===== config.mk =====
export PLATFORM = sky130hd
export DESIGN_NAME = jtm_top
export DESIGN_NICKNAME = d
export VERILOG_FILES = /design/src/logic/jtm_pkg.sv /design/src/logic/jtm_top.sv
export SDC_FILE = /design/constraint.sdc
export NUM_CORES = 1
export LEC_CHECK = 0
export ABC_AREA = 1
export BUFFER_PORTS_ARGS = -buffer_cell sky130_fd_sc_hd__buf_2
export CAP_MARGIN = 5
export CORE_MARGIN = 1.5
export CORE_UTILIZATION = 47
export DETAILED_ROUTE_END_ITERATION = 7
export GPL_TIMING_DRIVEN = 1
export PLACE_DENSITY = 0.76
export SLEW_MARGIN = 10
export SYNTH_ARGS = -nofsm -noshare
export SYNTH_HDL_FRONTEND = slang
export SYNTH_SLANG_ARGS = --single-unit

===== constraint.sdc =====
create_clock -name aclk -period 2.74 [get_ports aclk]
set_input_delay 0.411 -clock aclk [delete_from_list [all_inputs] [get_ports aclk]]
set_output_delay 0.411 -clock aclk [all_outputs]
set_load 0.01 [all_outputs]

===== src/logic/jtm_pkg.sv =====
package jtm_pkg;
	// ----------------------------------------
	// clock and timing
	// ----------------------------------------
	localparam int CLK_MHZ = 125;
	localparam int WARN_FLT_NS = 20000; // warning filter, typical
	localparam int SD_FLT_NS = 13000; // shutdown_filter_time, typical
	localparam int WARN_FLT_CYC = (WARN_FLT_NS * CLK_MHZ) / 1000;
	localparam int SD_FLT_CYC = (SD_FLT_NS * CLK_MHZ) / 1000;
	localparam int FLT_W = 12;
	localparam int STARTUP_MS = 3; // converter start-up, longest
	localparam int SAMPLE_KHZ = 1; // conversion rate, highest
	localparam int STARTUP_CYC = STARTUP_MS * CLK_MHZ * 1000;
	localparam int SAMPLE_GAP_CYC = (CLK_MHZ * 1000) / SAMPLE_KHZ;
	localparam int STARTUP_W = 19;
	localparam int GAP_W = 17;

	// ----------------------------------------
	// temperature codes: deg = code * 1.37 - 77.4
	// ----------------------------------------
	localparam int DEG_STEP_MILLI = 1370;
	localparam int DEG_OFFS_MILLI = 77400;
	localparam logic [7:0] WARN_TH_130 = 8'h98; // first code at or above 130 deg
	localparam logic [7:0] WARN_TH_140 = 8'h9f;
	localparam logic [7:0] WARN_TH_150 = 8'ha6;
	localparam logic [7:0] WARN_TH_160 = 8'hae;
	localparam logic [7:0] SD_TH_185 = 8'hc0; // shutdown_threshold_code
	localparam logic [7:0] HYST_CODES = 8'h07; // about 10 deg
	localparam logic [1:0] WARN_SEL_RST = 2'h1; // 140 deg

	// ----------------------------------------
	// register map (byte addresses)
	// ----------------------------------------
	localparam int ADDR_W = 8;
	localparam logic [7:0] OFS_TEMP_STATUS = 8'h00; // temp_status_register
	localparam logic [7:0] OFS_CONFIG = 8'h04;
	localparam logic [7:0] OFS_COMMAND = 8'h08;
	localparam logic [7:0] OFS_IRQ_STATUS = 8'h0c;
	localparam logic [7:0] OFS_IRQ_MASK = 8'h10;
	// temp_status_register fields
	localparam int BIT_CODE_LO = 0;
	localparam int BIT_VALID = 8;
	localparam int BIT_WARN = 9;
	localparam int BIT_SD = 10;
	localparam int BIT_SD_OVER = 11;
	// command field
	localparam int BIT_SD_CLEAR = 0;
	// event bits of irq status and mask
	localparam int EV_N = 4;
	localparam int EV_WARN_SET = 0;
	localparam int EV_WARN_END = 1;
	localparam int EV_SD_SET = 2;
	localparam int EV_FAST = 3;
	localparam logic [1:0] RESP_OKAY = 2'h0;
	localparam logic [1:0] RESP_SLVERR = 2'h2;

	// ----------------------------------------
	// start-up sequencing
	// ----------------------------------------
	typedef enum logic [1:0] {
		JTM_ST_WAIT = 2'b01,
		JTM_ST_RUN = 2'b10
	} jtm_state_e;
endpackage


===== src/logic/jtm_top.sv =====
// Design decisions made here: register access over AXI4-Lite and the register offsets.
`timescale 1ns/10ps
// Operation
// - each accepted conversion is held as an 8-bit code readable in the status register.
// - the code means degrees as code times 1.37 minus 77.4, thresholds are codes derived so.
// - the warning flag sets only after the code stays at or above the warning code for the filter time.
// - the warning flag stays while the condition lasts and clears itself when it ends.
// - the shutdown flag sets once the code stays at or above the 185 deg code longer than its filter time.
// - the shutdown flag stays latched until the condition has ended and then a clear command arrives.
// - a 2-bit select picks a 130, 140, 150 or 160 deg warning code, 140 after reset.
// - both comparisons use a hysteresis of about 10 deg before a condition ends.
// - conversions count at most once per millisecond and only after a 3 ms start-up.
// - a shutdown turns off the gate driver supply and all gate driver stages.
module jtm_top #(
	parameter int STARTUP_CYCLES = jtm_pkg::STARTUP_CYC,
	parameter int SAMPLE_GAP_CYCLES = jtm_pkg::SAMPLE_GAP_CYC
) (
	// clock, reset, enable
	input wire logic aclk,
	input wire logic aresetn,
	input wire logic clk_en,
	// sensor converter
	input wire logic [7:0] temp_code,
	input wire logic temp_valid,
	// axi4-lite write
	input wire logic awvalid,
	output logic awready,
	input wire logic [jtm_pkg::ADDR_W-1:0] awaddr,
	input wire logic [2:0] awprot,
	input wire logic wvalid,
	output logic wready,
	input wire logic [31:0] wdata,
	input wire logic [3:0] wstrb,
	output logic bvalid,
	input wire logic bready,
	output logic [1:0] bresp,
	// axi4-lite read
	input wire logic arvalid,
	output logic arready,
	input wire logic [jtm_pkg::ADDR_W-1:0] araddr,
	input wire logic [2:0] arprot,
	output logic rvalid,
	input wire logic rready,
	output logic [31:0] rdata,
	output logic [1:0] rresp,
	// protection outputs
	output logic gate_supply_en,
	output logic gate_drive_en,
	output logic thermal_warn,
	output logic thermal_shutdown_flag,
	output logic irq
);
	import jtm_pkg::*;

	jtm_state_e state_r;
	logic [STARTUP_W-1:0] start_cnt_r;
	logic [GAP_W-1:0] gap_cnt_r;
	logic code_ok_r;
	logic [7:0] code_r;
	logic [1:0] warn_sel_r;
	logic [7:0] warn_th;
	logic [FLT_W-1:0] warn_cnt_r;
	logic [FLT_W-1:0] sd_cnt_r;
	logic warn_r;
	logic sd_r;
	logic warn_nxt;
	logic sd_nxt;
	logic warn_over;
	logic warn_gone;
	logic sd_over;
	logic sd_gone;
	logic take;
	logic fast;
	logic clr_cmd;
	logic [EV_N-1:0] ev;
	logic [EV_N-1:0] ev_stat_r;
	logic [EV_N-1:0] ev_mask_r;
	logic awready_r;
	logic wready_r;
	logic bvalid_r;
	logic [1:0] bresp_r;
	logic aw_full_r;
	logic w_full_r;
	logic [ADDR_W-1:0] aw_addr_r;
	logic [31:0] w_data_r;
	logic [3:0] w_strb_r;
	logic do_wr;
	logic arready_r;
	logic rvalid_r;
	logic [31:0] rdata_r;
	logic [1:0] rresp_r;
	logic gate_supply_r;
	logic gate_drive_r;
	logic irq_r;

	// ----------------------------------------
	// converter start-up and sample pacing
	// ----------------------------------------

	// wait out the converter start-up before trusting codes
	always_ff @(posedge aclk) begin
		if (!aresetn) begin
			state_r <= JTM_ST_WAIT;
			start_cnt_r <= '0;
		end else if (clk_en) begin
			case (state_r)
				JTM_ST_WAIT: begin
					if (start_cnt_r >= STARTUP_W'(STARTUP_CYCLES - 1)) begin
						state_r <= JTM_ST_RUN;
					end else begin
						start_cnt_r <= start_cnt_r + 1'b1;
					end
				end
				JTM_ST_RUN: begin
					state_r <= JTM_ST_RUN;
				end
				default: begin
					state_r <= JTM_ST_WAIT;
					start_cnt_r <= '0;
				end
			endcase
		end
	end

	// a sample closer than one conversion period is dropped
	assign fast = temp_valid && (state_r == JTM_ST_RUN) && code_ok_r &&
		(gap_cnt_r < GAP_W'(SAMPLE_GAP_CYCLES - 1));
	assign take = temp_valid && (state_r == JTM_ST_RUN) && !fast;

	// spacing counter since the last accepted sample
	always_ff @(posedge aclk) begin
		if (!aresetn) begin
			gap_cnt_r <= '0;
		end else if (clk_en) begin
			if (take) begin
				gap_cnt_r <= '0;
			end else if (gap_cnt_r != {GAP_W{1'b1}}) begin
				gap_cnt_r <= gap_cnt_r + 1'b1;
			end
		end
	end

	// hold the latest accepted code
	always_ff @(posedge aclk) begin
		if (!aresetn) begin
			code_r <= '0;
			code_ok_r <= 1'b0;
		end else if (clk_en && take) begin
			code_r <= temp_code;
			code_ok_r <= 1'b1;
		end
	end

	// ----------------------------------------
	// threshold comparison and filters
	// ----------------------------------------

	// warning code from the select
	always_comb begin
		case (warn_sel_r)
			2'h0: warn_th = WARN_TH_130;
			2'h1: warn_th = WARN_TH_140;
			2'h2: warn_th = WARN_TH_150;
			default: warn_th = WARN_TH_160;
		endcase
	end

	// over and release conditions, codes stand for deg per the linear map
	assign warn_over = code_ok_r && (code_r >= warn_th);
	assign warn_gone = !code_ok_r || (code_r < warn_th - HYST_CODES);
	assign sd_over = code_ok_r && (code_r >= SD_TH_185);
	assign sd_gone = !code_ok_r || (code_r < SD_TH_185 - HYST_CODES);

	// warning filter counts only while over
	always_ff @(posedge aclk) begin
		if (!aresetn) begin
			warn_cnt_r <= '0;
		end else if (clk_en) begin
			if (!warn_over) begin
				warn_cnt_r <= '0;
			end else if (warn_cnt_r != FLT_W'(WARN_FLT_CYC)) begin
				warn_cnt_r <= warn_cnt_r + 1'b1;
			end
		end
	end

	// shutdown filter counts only while over
	always_ff @(posedge aclk) begin
		if (!aresetn) begin
			sd_cnt_r <= '0;
		end else if (clk_en) begin
			if (!sd_over) begin
				sd_cnt_r <= '0;
			end else if (sd_cnt_r != FLT_W'(SD_FLT_CYC)) begin
				sd_cnt_r <= sd_cnt_r + 1'b1;
			end
		end
	end

	// flag next values; a set beats a same-cycle clear
	always_comb begin
		warn_nxt = warn_r;
		if (warn_over && warn_cnt_r == FLT_W'(WARN_FLT_CYC - 1)) begin
			warn_nxt = 1'b1;
		end else if (warn_r && warn_gone) begin
			warn_nxt = 1'b0;
		end
		sd_nxt = sd_r;
		if (sd_over && sd_cnt_r == FLT_W'(SD_FLT_CYC)) begin
			sd_nxt = 1'b1;
		end else if (clr_cmd && sd_gone) begin
			sd_nxt = 1'b0;
		end // a clear while not gone is dropped
	end

	// flags and gate enables
	always_ff @(posedge aclk) begin
		if (!aresetn) begin
			warn_r <= 1'b0;
			sd_r <= 1'b0;
			gate_supply_r <= 1'b0;
			gate_drive_r <= 1'b0;
		end else if (clk_en) begin
			warn_r <= warn_nxt;
			sd_r <= sd_nxt;
			gate_supply_r <= !sd_nxt;
			gate_drive_r <= !sd_nxt;
		end
	end

	// ----------------------------------------
	// interrupt status and mask
	// ----------------------------------------
	assign ev[EV_WARN_SET] = warn_nxt && !warn_r;
	assign ev[EV_WARN_END] = warn_r && !warn_nxt;
	assign ev[EV_SD_SET] = sd_nxt && !sd_r;
	assign ev[EV_FAST] = fast;

	// sticky bits, write one clears, a new event wins
	always_ff @(posedge aclk) begin
		if (!aresetn) begin
			ev_stat_r <= '0;
			ev_mask_r <= '0;
			irq_r <= 1'b0;
		end else if (clk_en) begin
			if (do_wr && aw_addr_r == OFS_IRQ_STATUS && w_strb_r[0]) begin
				ev_stat_r <= (ev_stat_r & ~w_data_r[EV_N-1:0]) | ev;
			end else begin
				ev_stat_r <= ev_stat_r | ev;
			end
			if (do_wr && aw_addr_r == OFS_IRQ_MASK && w_strb_r[0]) begin
				ev_mask_r <= w_data_r[EV_N-1:0];
			end
			irq_r <= |(ev_stat_r & ev_mask_r);
		end
	end

	// ----------------------------------------
	// axi4-lite write channel
	// ----------------------------------------
	assign do_wr = aw_full_r && w_full_r && !bvalid_r;
	assign clr_cmd = do_wr && aw_addr_r == OFS_COMMAND && w_strb_r[0] && w_data_r[BIT_SD_CLEAR];

	// address and data taken in either order, answered once both held
	always_ff @(posedge aclk) begin
		if (!aresetn) begin
			awready_r <= 1'b1;
			wready_r <= 1'b1;
			aw_full_r <= 1'b0;
			w_full_r <= 1'b0;
			aw_addr_r <= '0;
			w_data_r <= '0;
			w_strb_r <= '0;
			bvalid_r <= 1'b0;
			bresp_r <= RESP_OKAY;
		end else if (clk_en) begin
			if (awvalid && awready_r) begin
				aw_full_r <= 1'b1;
				awready_r <= 1'b0;
				aw_addr_r <= {awaddr[ADDR_W-1:2], 2'b00};
			end
			if (wvalid && wready_r) begin
				w_full_r <= 1'b1;
				wready_r <= 1'b0;
				w_data_r <= wdata;
				w_strb_r <= wstrb;
			end
			if (do_wr) begin
				aw_full_r <= 1'b0;
				w_full_r <= 1'b0;
				bvalid_r <= 1'b1;
				case (aw_addr_r)
					OFS_TEMP_STATUS, OFS_CONFIG, OFS_COMMAND, OFS_IRQ_STATUS, OFS_IRQ_MASK:
						bresp_r <= RESP_OKAY;
					default: bresp_r <= RESP_SLVERR;
				endcase
			end
			if (bvalid_r && bready) begin
				bvalid_r <= 1'b0;
				awready_r <= 1'b1;
				wready_r <= 1'b1;
			end
		end
	end

	// configuration register
	always_ff @(posedge aclk) begin
		if (!aresetn) begin
			warn_sel_r <= WARN_SEL_RST;
		end else if (clk_en && do_wr && aw_addr_r == OFS_CONFIG && w_strb_r[0]) begin
			warn_sel_r <= w_data_r[1:0];
		end
	end

	// ----------------------------------------
	// axi4-lite read channel
	// ----------------------------------------

	// one read at a time, data one cycle after the address
	always_ff @(posedge aclk) begin
		if (!aresetn) begin
			arready_r <= 1'b1;
			rvalid_r <= 1'b0;
			rdata_r <= '0;
			rresp_r <= RESP_OKAY;
		end else if (clk_en) begin
			if (arvalid && arready_r) begin
				arready_r <= 1'b0;
				rvalid_r <= 1'b1;
				rdata_r <= '0;
				rresp_r <= RESP_OKAY;
				case ({araddr[ADDR_W-1:2], 2'b00})
					OFS_TEMP_STATUS: begin
						rdata_r[BIT_CODE_LO +: 8] <= code_r;
						rdata_r[BIT_VALID] <= code_ok_r;
						rdata_r[BIT_WARN] <= warn_r;
						rdata_r[BIT_SD] <= sd_r;
						rdata_r[BIT_SD_OVER] <= !sd_gone;
					end
					OFS_CONFIG: rdata_r[1:0] <= warn_sel_r;
					OFS_COMMAND: rdata_r <= '0;
					OFS_IRQ_STATUS: rdata_r[EV_N-1:0] <= ev_stat_r;
					OFS_IRQ_MASK: rdata_r[EV_N-1:0] <= ev_mask_r;
					default: rresp_r <= RESP_SLVERR;
				endcase
			end
			if (rvalid_r && rready) begin
				rvalid_r <= 1'b0;
				arready_r <= 1'b1;
			end
		end
	end

	// ----------------------------------------
	// outputs
	// ----------------------------------------
	assign awready = awready_r;
	assign wready = wready_r;
	assign bvalid = bvalid_r;
	assign bresp = bresp_r;
	assign arready = arready_r;
	assign rvalid = rvalid_r;
	assign rdata = rdata_r;
	assign rresp = rresp_r;
	assign gate_supply_en = gate_supply_r;
	assign gate_drive_en = gate_drive_r;
	assign thermal_warn = warn_r;
	assign thermal_shutdown_flag = sd_r;
	assign irq = irq_r;
endmodule


==> results.ini <==
[logic_synthesis]
syn_area_per_cell_um2=6.70
synth_ff_type=dfxtp_1
ys_seq_area_frac=0.333
synth_edf_count=0
synthAdderAreaFrac=0.0498
synthMuxAreaShare=0
synth_xor_area_frac=0.0274
ys_types=49
synth-simple-area-share=0.351
ys_async_sr_fraction=0
synth_top_family_by_area=simple AND/OR/NAND/NOR gates
synth_compound_area_frac=0.132
ys_seq_elements=117
yosys_warnings=0
syn_area_um2=7030
netlist_instances=1049

[route]
routedWlPerCell_um=13.2
drt_iter0_drc=558
firstDrtPassIters=5
vias_per_cell=5.27
wl_um=17000
vias=6799
postRouteAntennaNets=0
drc_errors=0

[global_route]
grt_usage=0.226
grt_max_degree=59
antenna_found_initial=0
first_global_vias=6359
grt_pass1_wl_um=29200
gr-total-overflow=0

[cells_and_area]
final_common_cell=nand2_1
nNetsFinal=1198
area.growth.synth_to_final_pct=12.6
fillers=1426
diodes=0
multi_input_area_um2=4040
post-route-util=0.543
drive_gt1_frac=0.127
final_cell_mix=nand2_1 (245), dfxtp_1 (116), a21oi_1 (110)
seqCellArea_um2=2340

[floorplan]
core_um2=14600
start_util=0.482
die_w_um=125
dieHeight_um=125
die_area_um2=15700
io_pins=121
row_count=44

[critical_path]
end_kind=flip-flop
critPathTopFamily=simple AND/OR/NAND/NOR gates
crit_fanout=9
path_cells=inv_2, ha_2, inv_1, ha_1, or2_2, ha_1, nand2_1, nor2_2, nand3_1, nand2_1, inv_1, nand2_2, nand2_4, nand2_1, nand2_2, nand2_1, a21oi_1
critPathKind=reg2reg
cp_num_buf_inv=3
slowest_stage=dfxtp_2
cpPeakStageDelay_ns=0.35
cp.required_ns=3.04
path_common_cell=nand2_1
crit_path_start_kind=flip-flop
critPathArrivalTime_ns=2.76

[clock_network]
cts_max_path_buffers=2
cts_tree=built
cts_root_buf=clkbuf_16
clock-sinks=117
cts_hold_buf=0
cts_setup_buffers=0
clk_pin_slew_ns=0.06
clock_latency_ns=0.42
cts_made_buffers=17
h-tree-depth=4

[placement]
portBuffers=57
gp_congestion=0.916
place_ws_ns=0.0858
dpl.hpwl_um=12200

[pwr]
p_leak_uw=0.00329
peakVddDrop_v=0.000528
p_per_area_nw_per_um2=559

[job]
cap_violations=0

[sta]
hold_viol=0
worstMarginPinSlew_ns=0.621
rsz0062_at_grt=false
finalWorstSetupSlack_ns=0.281
fmax_mhz=407
max-slew-margin-rel=0.586
fin_crit_sh=0.897
period_needed_ns=2.46
final_max_slew_viol_count=0
finClkSkew_ns=0.00667
fin_setup_tns_ns=0
setup_viol=0

[status]
status=complete, no violations

[worst_hold_path]
hold_path.class=in2reg

-- cells by family after synthesis --
group                      count (synthesis)
other                                      1
buffers and inverters                    156
and+or+nand+nor                          553
AOI/OAI and AO/OA                        172
adders and majority gates                 28
xor gates and xnor gates                  22
DFF                                      117
-- timing repair --
item	4_1_cts	5_1_grt
gates resized for setup	0	8
setup endpoints to repair	0	28
endpoints found under the hold margin	0	0
-- final timing paths --
| path | startpoint | endpoint | slack (ns) | cells past startpoint |
|---|---|---|---|---|
| hold reg to reg | w_full_r | w_full_r | 0.45 | 2 |
| setup reg to reg | warn_sel_r[0] | warn_cnt_r[8] | 0.28 | 17 |
| hold / removal | temp_code[1] | code_r[1] | 0.22 | 3 |
| setup / recovery | warn_sel_r[0] | warn_cnt_r[8] | 0.28 | 17 |
-- stage by stage --
stage | cell area, um2 | instances | total power (uW) | hold slack (ns)
2_1_floorplan | 7110 | 1070 | 2120 | 0.423
3_5_place_dp | 7310 | 1260 | 2220 | 0.436
6_report | 7920 | 1290 | 4420 | 0.224
5_1_grt | 7920 | 1290 | 4610 | 0.209
4_1_cts | 7900 | 1290 | 4460 | 0.207
3_3_place_gp | 7310 | 1260 | 2210 | 0.432
-- metal layers --
| metal | global-route usage | vias to the layer above | part of all wire |
|---|---|---|---|
| met5 | 0 | - | 0 |
| met4 | 0.0882 | 0 | 0.020 |
| met3 | 0.0582 | 24 | 0.048 |
| met2 | 0.373 | 183 | 0.48 |
| met1 | 0.283 | 3085 | 0.45 |
| li1 | - | 3507 | - |
-- flip-flops by register name, summed over array words and instances, names as in the netlist, 2 cells and up --
register,cells
rdata,12
warn_sel_r,2
sd_cnt_r,12
warn_cnt_r,12
start_cnt_r,19
state_r,2
gap_cnt_r,17
ev_stat_r,4
aw_addr_r,6
code_r,8
ev_mask_r,4
w_data_r,4
-- report_power, final --
part / internal, uW / leakage (uW) / switching, uW / total [uW]
clock: 1460 / 0.000285 / 775 / 2240
sequential: 1760 / 0.000951 / 52.8 / 1810
combinational: 127 / 0.00205 / 250 / 377
-- Yosys cell counts, types with 5 or more instances --
| library cell | instances | area, um2 |
|---|---|---|
| o211ai_1 | 6 | 45.0 |
| nor2_2 | 10 | 62.6 |
| dfxtp_1 | 117 | 2340 |
| inv_2 | 7 | 26.3 |
| buf_4 | 27 | 203 |
| o21ai_0 | 33 | 165 |
| a21oi_1 | 110 | 551 |
| nand3_1 | 107 | 536 |
| nand2_1 | 246 | 923 |
| nand4_1 | 27 | 169 |
| clkbuf_1 | 18 | 67.6 |
| xor2_1 | 19 | 166 |
| o21ai_1 | 6 | 30.0 |
| buf_2 | 7 | 35.0 |
| nor3_1 | 16 | 80.1 |
| o21bai_1 | 5 | 37.5 |
| nand2_2 | 11 | 68.8 |
| nor2_1 | 111 | 417 |
| inv_1 | 88 | 330 |
| buf_6 | 6 | 67.6 |
| ha_1 | 28 | 350 |
-- cell type report --
| class | instances | share of cell area |
|---|---|---|
| multi-input cells | 797 | 0.511 |
| clock inverters | 9 | 0.0163 |
| repair buffers | 65 | 0.0436 |
| well taps | 184 | 0.0291 |
| inverters | 97 | 0.0460 |
| flip-flops and latches | 117 | 0.296 |
| clock buffers | 21 | 0.0582 |
-- tightest hold or removal path: stages --
cell and delay [ns]:
buf_2 0.08, nor2_1 0.04, nor2_1 0.08
Power figures use the tool's default switching activity.
